===== src/pkg/osf_params.svh =====
`ifndef OSF_PARAMS_SVH
`define OSF_PARAMS_SVH

// Register byte offsets
`define OSF_ADDR_CTRL    5'h00
`define OSF_ADDR_FSEL0   5'h04
`define OSF_ADDR_FSEL1   5'h08
`define OSF_ADDR_FSEL2   5'h0C
`define OSF_ADDR_STATUS  5'h10
`define OSF_ADDR_DECEL   5'h14

// Control word fields
`define OSF_CTRL_POL_LSB 0
`define OSF_CTRL_OPM_LSB 4
`define OSF_CTRL_NET_BIT 8
`define OSF_CTRL_RUN_BIT 9

// Reset values
`define OSF_POL_RST      3'h0
`define OSF_OPM_RST      4'h0
`define OSF_DECEL_RST    16'h0064
`define OSF_FSEL_RST     96'hFFFF_FFFF_FFFF_FFFF_FFFF_FFFF

// Terminal function codes and selector values
`define OSF_FUNC_STOP    8'h18
`define OSF_FUNC_LOCK    8'h19
`define OSF_OPM_LOCK     4'h7
`define OSF_TERMS        12

// Response bound on the stop request
`define OSF_RESP_MAX_NS  2000000
`define OSF_CLK_NS       10
`define OSF_RESP_CYC     (`OSF_RESP_MAX_NS / `OSF_CLK_NS)

`endif


===== src/pkg/osf_pkg.sv =====
package osf_pkg;
	typedef enum logic [1:0] {
		OSF_IDLE  = 2'h0,
		OSF_RUN   = 2'h1,
		OSF_DECEL = 2'h3
	} osf_state_e;
	typedef logic [2:0]  osf_pol_t;
	typedef logic [3:0]  osf_opm_t;
	typedef logic [7:0]  osf_code_t;
	typedef logic [95:0] osf_fsel_t;
endpackage


===== src/pkg/osf_dec_if.sv =====
`timescale 1ns/1ps
interface osf_dec_if;
	import osf_pkg::*;
	logic [11:0] term_in;
	osf_fsel_t   fsel;
	logic        ext_in;
	logic        ext_asg;
	logic        lock_in;
	logic        lock_asg;
	logic        net_in;
	osf_pol_t    pol;
	osf_opm_t    opm;
	logic        permit;
	logic        panel_lock;
	logic        term_stop;
	modport top (output term_in, fsel, net_in, pol, opm,
		input permit, panel_lock, term_stop, ext_in, ext_asg, lock_in, lock_asg);
	modport map (input term_in, fsel, output ext_in, ext_asg, lock_in, lock_asg);
	modport dec (input ext_in, ext_asg, lock_in, lock_asg, net_in, pol, opm,
		output permit, panel_lock, term_stop);
endinterface


===== src/logic/osf_term_map.sv =====
`timescale 1ns/1ps
`include "osf_params.svh"
module osf_term_map (
	osf_dec_if.map m     // Terminal routing side
);
	import osf_pkg::*;

	// Collect terminals whose function code matches and whether any does
	function automatic logic [1:0] gather(input osf_fsel_t sel, input logic [11:0] t,
		input osf_code_t code);
		logic on;
		logic asg;
		on = 1'b0;
		asg = 1'b0;
		for (int i = 0; i < `OSF_TERMS; i++) begin
			if (sel[8*i +: 8] == code) begin
				asg = 1'b1;
				on = on | t[i];
			end
		end
		return {asg, on};
	endfunction

	// Only code 24 routes a terminal to the stop request
	always_comb begin
		{m.ext_asg, m.ext_in}   = gather(m.fsel, m.term_in, `OSF_FUNC_STOP);
		{m.lock_asg, m.lock_in} = gather(m.fsel, m.term_in, `OSF_FUNC_LOCK);
	end
endmodule // osf_term_map


===== src/logic/osf_decide.sv =====
`timescale 1ns/1ps
`include "osf_params.svh"
module osf_decide (
	osf_dec_if.dec d     // Decision side
);
	import osf_pkg::*;

	logic nc;
	logic split;
	logic as_lock;
	logic net_stop;

	// Polarity decode, terminal stop level and permit
	always_comb begin
		nc      = (d.pol >= 3'h2) && (d.pol <= 3'h5);
		split   = (d.pol == 3'h4) || (d.pol == 3'h5);
		as_lock = (d.opm == `OSF_OPM_LOCK) && d.ext_asg && !d.lock_asg;
		d.term_stop = d.ext_asg && (nc ? !d.ext_in : d.ext_in);
		net_stop = (nc && !split) ? !d.net_in : d.net_in;
		d.permit = !((d.term_stop && !as_lock) || net_stop);
		// Panel lock from the stop input or from its own terminal
		d.panel_lock = 1'b0;
		if (d.opm == `OSF_OPM_LOCK) begin
			d.panel_lock = as_lock ? d.term_stop : (d.lock_asg && d.lock_in);
		end
	end
endmodule // osf_decide


===== src/logic/osf_top.sv =====
// Function
// - Stop request cuts drive output immediately
// - Terminal routes to stop only with code 24
// - React to stop change within 2 ms
// - While stopped, ignore run, motor stays undriven
// - Run removal decelerates; stop makes motor coast
// - Selection 2 or 3: stop input normally closed
// - Selection 4/5: terminal closed, network open
// - Mode 7 without lock terminal: stop acts lock
// - Mode 7, selection 0/1, both assigned: split
// - Mode 7, selection 2-5: closed lock or shutoff
// - Terminal stop shuts off in every mode except mode 7 without lock terminal
// - Polarity selection resets to 0
//
// The register offsets and the Avalon-MM slave port are this design's own decisions.
`timescale 1ns/1ps
`include "osf_params.svh"
module osf_top #(
	parameter int unsigned RESP_MAX_CYC = `OSF_RESP_CYC  // Stop response bound in cycles
) (
	input  wire logic        clk_i,             // 100 MHz clock
	input  wire logic        sys_rst_i,         // Synchronous reset, active high
	input  wire logic [11:0] term_i,            // Physical input terminals
	input  wire logic [4:0]  avs_address_i,     // Byte address
	input  wire logic        avs_read_i,        // Read request
	input  wire logic        avs_write_i,       // Write request
	input  wire logic [31:0] avs_writedata_i,   // Write data
	input  wire logic [3:0]  avs_byteenable_i,  // Byte lanes
	output logic [31:0]      avs_readdata_o,    // Read data
	output logic             avs_waitrequest_o, // Wait request
	output logic             drive_en_o,        // Output stage enabled
	output logic             decel_o,           // Decelerating to stop
	output logic             coast_o,           // Output released, coasting
	output logic             panel_lock_o,      // Operator panel locked
	output logic             stop_active_o,     // Stop request in force
	output osf_pkg::osf_pol_t pol_o             // Current polarity selection
);
	import osf_pkg::*;

	typedef struct packed {
		logic        wait_r;
		logic [31:0] rdata;
		osf_pol_t    pol;
		osf_opm_t    opm;
		logic        net;
		logic        run;
		osf_fsel_t   fsel;
		logic [15:0] decel_time;
		logic [15:0] decel_cnt;
		osf_state_e  state;
		logic        drive;
		logic        decel;
		logic        coast;
		logic        lock;
		logic        stop;
	} osf_top_s;

	osf_top_s s_q;
	osf_top_s s_d;

	osf_dec_if dif ();

	logic        req;
	logic        acc;
	logic [31:0] ctrl_w;
	logic [31:0] stat_w;
	logic [31:0] ctrl_m;
	logic [31:0] decel_m;

	// Merge write data into a word under byte enables
	function automatic logic [31:0] be_merge(input logic [31:0] old, input logic [31:0] wd,
		input logic [3:0] be);
		logic [31:0] r;
		r = old;
		for (int i = 0; i < 4; i++) begin
			if (be[i]) begin
				r[8*i +: 8] = wd[8*i +: 8];
			end
		end
		return r;
	endfunction

	// Routing and decision submodules
	osf_term_map u_map (
		.m (dif.map)
	);
	osf_decide u_dec (
		.d (dif.dec)
	);

	// Drive the shared decision inputs
	assign dif.term_in = term_i;
	assign dif.fsel    = s_q.fsel;
	assign dif.net_in  = s_q.net;
	assign dif.pol     = s_q.pol;
	assign dif.opm     = s_q.opm;

	// Register views
	assign ctrl_w = {22'h00_0000, s_q.run, s_q.net, s_q.opm, 1'b0, s_q.pol};
	assign stat_w = {26'h000_0000, s_q.state, s_q.stop, s_q.lock, s_q.decel, s_q.drive};
	assign req    = avs_read_i | avs_write_i;
	assign acc    = req && !s_q.wait_r;

	// Write data merged under byte enables, one copy per target word
	assign ctrl_m  = be_merge(ctrl_w, avs_writedata_i, avs_byteenable_i);
	assign decel_m = be_merge({16'h0000, s_q.decel_time}, avs_writedata_i, avs_byteenable_i);

	// Next state: bus slave, settings and run control
	always_comb begin
		s_d = s_q;
		// One wait cycle, then the access completes
		s_d.wait_r = !(req && s_q.wait_r);
		if (req && s_q.wait_r) begin
			unique case (avs_address_i)
				`OSF_ADDR_CTRL:   s_d.rdata = ctrl_w;
				`OSF_ADDR_FSEL0:  s_d.rdata = s_q.fsel[31:0];
				`OSF_ADDR_FSEL1:  s_d.rdata = s_q.fsel[63:32];
				`OSF_ADDR_FSEL2:  s_d.rdata = s_q.fsel[95:64];
				`OSF_ADDR_STATUS: s_d.rdata = stat_w;
				`OSF_ADDR_DECEL:  s_d.rdata = {16'h0000, s_q.decel_time};
				default:          s_d.rdata = 32'h0000_0000;
			endcase
		end
		// Writes take effect on the completing edge
		if (acc && avs_write_i) begin
			unique case (avs_address_i)
				`OSF_ADDR_CTRL: begin
					s_d.pol = ctrl_m[2:0];
					s_d.opm = ctrl_m[7:4];
					s_d.net = ctrl_m[`OSF_CTRL_NET_BIT];
					s_d.run = ctrl_m[`OSF_CTRL_RUN_BIT];
				end
				`OSF_ADDR_FSEL0: s_d.fsel[31:0]  =
					be_merge(s_q.fsel[31:0], avs_writedata_i, avs_byteenable_i);
				`OSF_ADDR_FSEL1: s_d.fsel[63:32] =
					be_merge(s_q.fsel[63:32], avs_writedata_i, avs_byteenable_i);
				`OSF_ADDR_FSEL2: s_d.fsel[95:64] =
					be_merge(s_q.fsel[95:64], avs_writedata_i, avs_byteenable_i);
				`OSF_ADDR_DECEL: s_d.decel_time = decel_m[15:0];
				default: ;
			endcase
		end
		// Run state machine; stop decided combinationally for a one-cycle response
		unique case (s_q.state)
			OSF_IDLE: begin
				if (s_q.run && dif.permit) begin
					s_d.state = OSF_RUN;
					s_d.coast = 1'b0;
				end
			end
			OSF_RUN: begin
				if (!dif.permit) begin
					s_d.state = OSF_IDLE;
					s_d.coast = 1'b1;
				end else if (!s_q.run) begin
					s_d.state     = OSF_DECEL;
					s_d.decel_cnt = s_q.decel_time;
				end
			end
			OSF_DECEL: begin
				if (!dif.permit) begin
					s_d.state = OSF_IDLE;
					s_d.coast = 1'b1;
				end else if (s_q.run) begin
					s_d.state = OSF_RUN;
				end else if (s_q.decel_cnt == 16'h0000) begin
					s_d.state = OSF_IDLE;
				end else begin
					s_d.decel_cnt = s_q.decel_cnt - 16'h0001;
				end
			end
			// Unused state code falls back to idle with the drive off
			default: begin
				s_d.state = OSF_IDLE;
			end
		endcase
		// Registered outputs
		s_d.drive = (s_d.state != OSF_IDLE);
		s_d.decel = (s_d.state == OSF_DECEL);
		s_d.lock  = dif.panel_lock;
		s_d.stop  = !dif.permit;
	end

	// State register with synchronous reset
	always_ff @(posedge clk_i) begin
		if (sys_rst_i) begin
			s_q            <= '0;
			s_q.wait_r     <= 1'b1;
			s_q.pol        <= `OSF_POL_RST;
			s_q.opm        <= `OSF_OPM_RST;
			s_q.fsel       <= `OSF_FSEL_RST;
			s_q.decel_time <= `OSF_DECEL_RST;
			s_q.state      <= OSF_IDLE;
		end else begin
			s_q <= s_d;
		end
	end

	// Output ports
	assign avs_readdata_o    = s_q.rdata;
	assign avs_waitrequest_o = s_q.wait_r;
	assign drive_en_o        = s_q.drive;
	assign decel_o           = s_q.decel;
	assign coast_o           = s_q.coast;
	assign panel_lock_o      = s_q.lock;
	assign stop_active_o     = s_q.stop;
	assign pol_o             = s_q.pol;

	// Cycles a stop request has waited with the drive still on
	logic [31:0] lat_q;
	always_ff @(posedge clk_i) begin
		if (sys_rst_i || !(!dif.permit && s_q.drive)) begin
			lat_q <= 32'h0000_0000;
		end else begin
			lat_q <= lat_q + 32'h0000_0001;
		end
	end
endmodule // osf_top


===== config.mk =====
export PLATFORM = sky130hd
export DESIGN_NAME = osf_top
export DESIGN_NICKNAME = d
export VERILOG_FILES = /design/src/pkg/osf_pkg.sv /design/src/pkg/osf_dec_if.sv /design/src/logic/osf_term_map.sv /design/src/logic/osf_decide.sv /design/src/logic/osf_top.sv
export VERILOG_INCLUDE_DIRS = /design/src /design/src/pkg
export SDC_FILE = /design/constraint.sdc
export NUM_CORES = 1
export LEC_CHECK = 0
export ABC_AREA = 1
export ABC_CLOCK_PERIOD_IN_PS = 2800
export BUFFER_PORTS_ARGS = -buffer_cell sky130_fd_sc_hd__clkbuf_2
export CORE_ASPECT_RATIO = 0.5
export CORE_MARGIN = 1
export CORE_UTILIZATION = 60
export DETAILED_ROUTE_END_ITERATION = 10
export GPL_ROUTABILITY_DRIVEN = 0
export PLACE_DENSITY = 0.81
export SLEW_MARGIN = 20
export SYNTH_ARGS = -nofsm -noshare
export SYNTH_HDL_FRONTEND = slang
export SYNTH_SLANG_ARGS = --single-unit

===== constraint.sdc =====
create_clock -name clk_i -period 2.8 [get_ports clk_i]
set_input_delay 0.14 -clock clk_i [delete_from_list [all_inputs] [get_ports clk_i]]
set_output_delay 0.14 -clock clk_i [all_outputs]
set_load 0.005 [all_outputs]

==> flow_summary.ini <==
[die]
start_util_pct = 63.4
core_um2 = 14000
design.die.area_um2 = 15300
die_w_um = 174
boundaryPins = 98
die_y_um = 87.9
rows = 30

[setup_path]
slowest_delay_ns = 0.36
cp_common_cell = nand2_1
crit_chain = inv_1 -> ha_1 -> nand3_2 -> nor2_1 -> nand2_1 -> nor3_2 -> nand2_1 -> nand2_2 -> nor2_4 -> nand3_4 -> nand2_1 -> nand2_1 -> nor2_1
critPathKind = flip-flop to flip-flop
arrival_ns = 2.63
slowest_stage = dfxtp_1
end_kind = flip-flop
ff2ff_path_depth = 13
cp_max_fo = 23
required_ns = 3.16
start_kind = flip-flop

[final_layout]
n_fill_cell = 1183
final_common_cell = nand2_1
mostFrequentLayoutCells = nand2_1 (294), dfxtp_1 (177), inv_1 (143), nor2_1 (101)
final_area_um2 = 9930
fin_cells = 1516
final_core_util_pct = 71.1
drive_gt1_share_pct = 16.5
area_growth_pct = 12.2
antenna_cells = 0
nNetsFinal = 1369

[synthesis]
yosysTopAreaCell = dfxtp_1
synthFlopType = dfxtp_1
synth_seq_cells = 177
synth_top_cell_area_share_pct = 40.0
seq_area_frac_synth_pct = 40.0
synthCells = 1249
synth_edf_count = 0
yosysUniqueCellTypes = 41
yosys_warnings = 0
synth.net_count = 1307
syn_avg_cell_area_um2 = 7.09
yosys-top-cells-area = dfxtp_1 (40%), nand2_1 (12%), inv_1 (6.1%)
synth-async-reset-ratio_pct = 0
netlist_area_um2 = 8850

[grt]
first_global_vias = 7989
grt_antenna_before_repair = 0
grt_remaining_overflow = 0
grt.total_usage_pct = 33.4
grt_max_degree = 109
grt_pass1_wl_um = 39800

[clock_network]
post-cts-setup-buffers = 0
clockBufferDepth = 2
cts.clk_slew.worst_paths_ns = 0.07
cts.repair.resized = 0
cts_root_buffer = clkbuf_16
cts_buffers = 17
cts_sinks = 177
cts_tree = built
h-tree-depth = 4
clkLatencyLatePin_ns = 0.44

[detailed_routing]
wl_per_cell_um = 16.4
drtIter0Drc = 1052
drc = 0
vias = 8743
totalWireLength_um = 24900
viasPerCell = 5.77
postRouteAntennaNets = 0
firstDrtPassIters = 5

[power]
ir_worst_vdd_mv = 0.382
clock_power_share_pct = 44.6
p_int_mw = 3.83
p_per_area_nw_per_um2 = 522
combPwrFrac_pct = 6.2
p_switching_mw = 1.35
seqPwrFrac_pct = 49.1
p_sw_share_pct = 26.1
leakage_nw = 4.70

[sta]
finalSetupViolCount = 0
fin_crit_sh_pct = 81.0
slew_headroom_pct = 46.7
tns_ns = 0
final_hold_viol_count = 0
fin_crit_ns = 2.27
timing.fmax_ghz = 0.441
maxSlewViolCount = 0
finClkSkew_ns = 0.0137
worstMarginPinSlew_ns = 0.799
rsz0062_at_grt = false
worst_slack_ns = 0.533

[worst_hold_path]
hold_class = input pin to flip-flop
hold_depth = 3

[run]
maxCapViolCount = 0

[place]
dpl_cell_area_um2 = 9150
post-place-ws_ns = 0.684
dp_cells = 1463
hpwl_um = 17400
portBuffers = 97

[outcome]
status = finished clean
metal layers:
layer / share of wire, % / routed length [µm] / up-vias / track usage [%]
met1: 43 / 10700 / 4007 / 46.0
met2: 43 / 10800 / 498 / 52.4
met4: 2.1 / 520 / 0 / 12.6
met3: 12 / 2890 / 49 / 6.60
li1: - / - / 4189 / -
met5: 0 / 0 / - / 0
power groups by stage:
stage | logic (mW) | clock network, mW | registers [mW]
after floorplan | 0.172 | 0 | 2.60
after global placement | 0.285 | 0 | 2.60
after detailed placement | 0.290 | 0 | 2.60
after CTS | 0.314 | 2.32 | 2.55
after global routing | 0.346 | 2.44 | 2.55
final | 0.323 | 2.31 | 2.55
cell families (layout without fill, tap and decap cells):
group,count (synthesis),count (layout),share of synthesized area (%)
AOI/OAI and AO/OA,295,295,20.1
DFF,177,177,40.0
and+or+nand+nor,518,518,25.8
buffers and inverters,249,324,13.1
adders and majority gates,1,1,0.141
xor gates and xnor gates,9,9,0.890
what timing repair did:
action                                  CTS  global route
endpoints found under the setup margin    0             0
hold buffers                             21             0
hold endpoints to repair                 55             0
synthesized netlist by cell type, types with 2 or more instances:
cell type / count
buf_4: 40
o21ai_1: 17
nor3_2: 2
a22oi_1: 7
o22ai_1: 29
o2111ai_1: 4
a211oi_1: 2
a221oi_1: 2
nand2_2: 13
clkbuf_1: 22
xor2_1: 9
nand2_1: 294
dfxtp_1: 177
buf_1: 2
nand3_2: 4
buf_2: 20
a21oi_1: 97
nand4_1: 17
nand3_1: 42
nor2_1: 101
nor2_4: 6
o211ai_2: 2
o31ai_1: 4
inv_1: 143
o221ai_2: 4
buf_6: 6
o21ai_0: 66
nor2_2: 22
o211ai_1: 59
inv_2: 15
nor3_1: 11
worst max-delay path: cells and delay by family (launching register included):
family | cells | cell delay (ns)
buffers and inverters | 1 | 0.09
AND/OR/NAND/NOR | 11 | 1.49
adder cells (fa/ha/maj) | 1 | 0.25
flip-flops | 1 | 0.36
through the flow:
step                total power [mW]  hold WS (ns)
floorplan                       2.77         0.266
global placement                2.89         0.392
detailed placement              2.89         0.400
CTS                             5.18      0.000758
global route                    5.33        0.0101
finish                          5.18       0.00651
cell type report:
class	count	area, µm²	area share [%]
multi-input cells	823	4160	41.9
flip-flops and latches	177	3540	35.7
repair buffers	133	821	8.27
inverters	159	599	6.04
clock buffers	17	425	4.28
well taps	192	240	2.42
clock inverters	15	144	1.45
final timing paths:
check / to / slack [ns] / startpoint
worst max register to register: s_q[16]$_SDFFE_PP0P_ / 0.53 / s_q[7]$_SDFFE_PP0P_
worst max-delay path: s_q[16]$_SDFFE_PP0P_ / 0.53 / s_q[7]$_SDFFE_PP0P_
worst min-delay path: dif.fsel[37]$_SDFFE_PP1P_ / 0.007 / avs_writedata_i[5]
worst min register to register: avs_readdata_o[27]$_SDFFE_PP0P_ / 0.46 / avs_readdata_o[27]$_SDFFE_PP0P_
sequential cells by signal, summed over array words and instances (netlist names):
signal,cells
drive_en_o,1
panel_lock_o,1
stop_active_o,1
decel_o,1
s_q,34
dif.opm,4
ctrl_w,1
avs_readdata_o,32
dif.net_in,1
pol_o,3
dif.fsel,96
coast_o,1
avs_waitrequest_o,1
(Power assumes the default switching activity.)
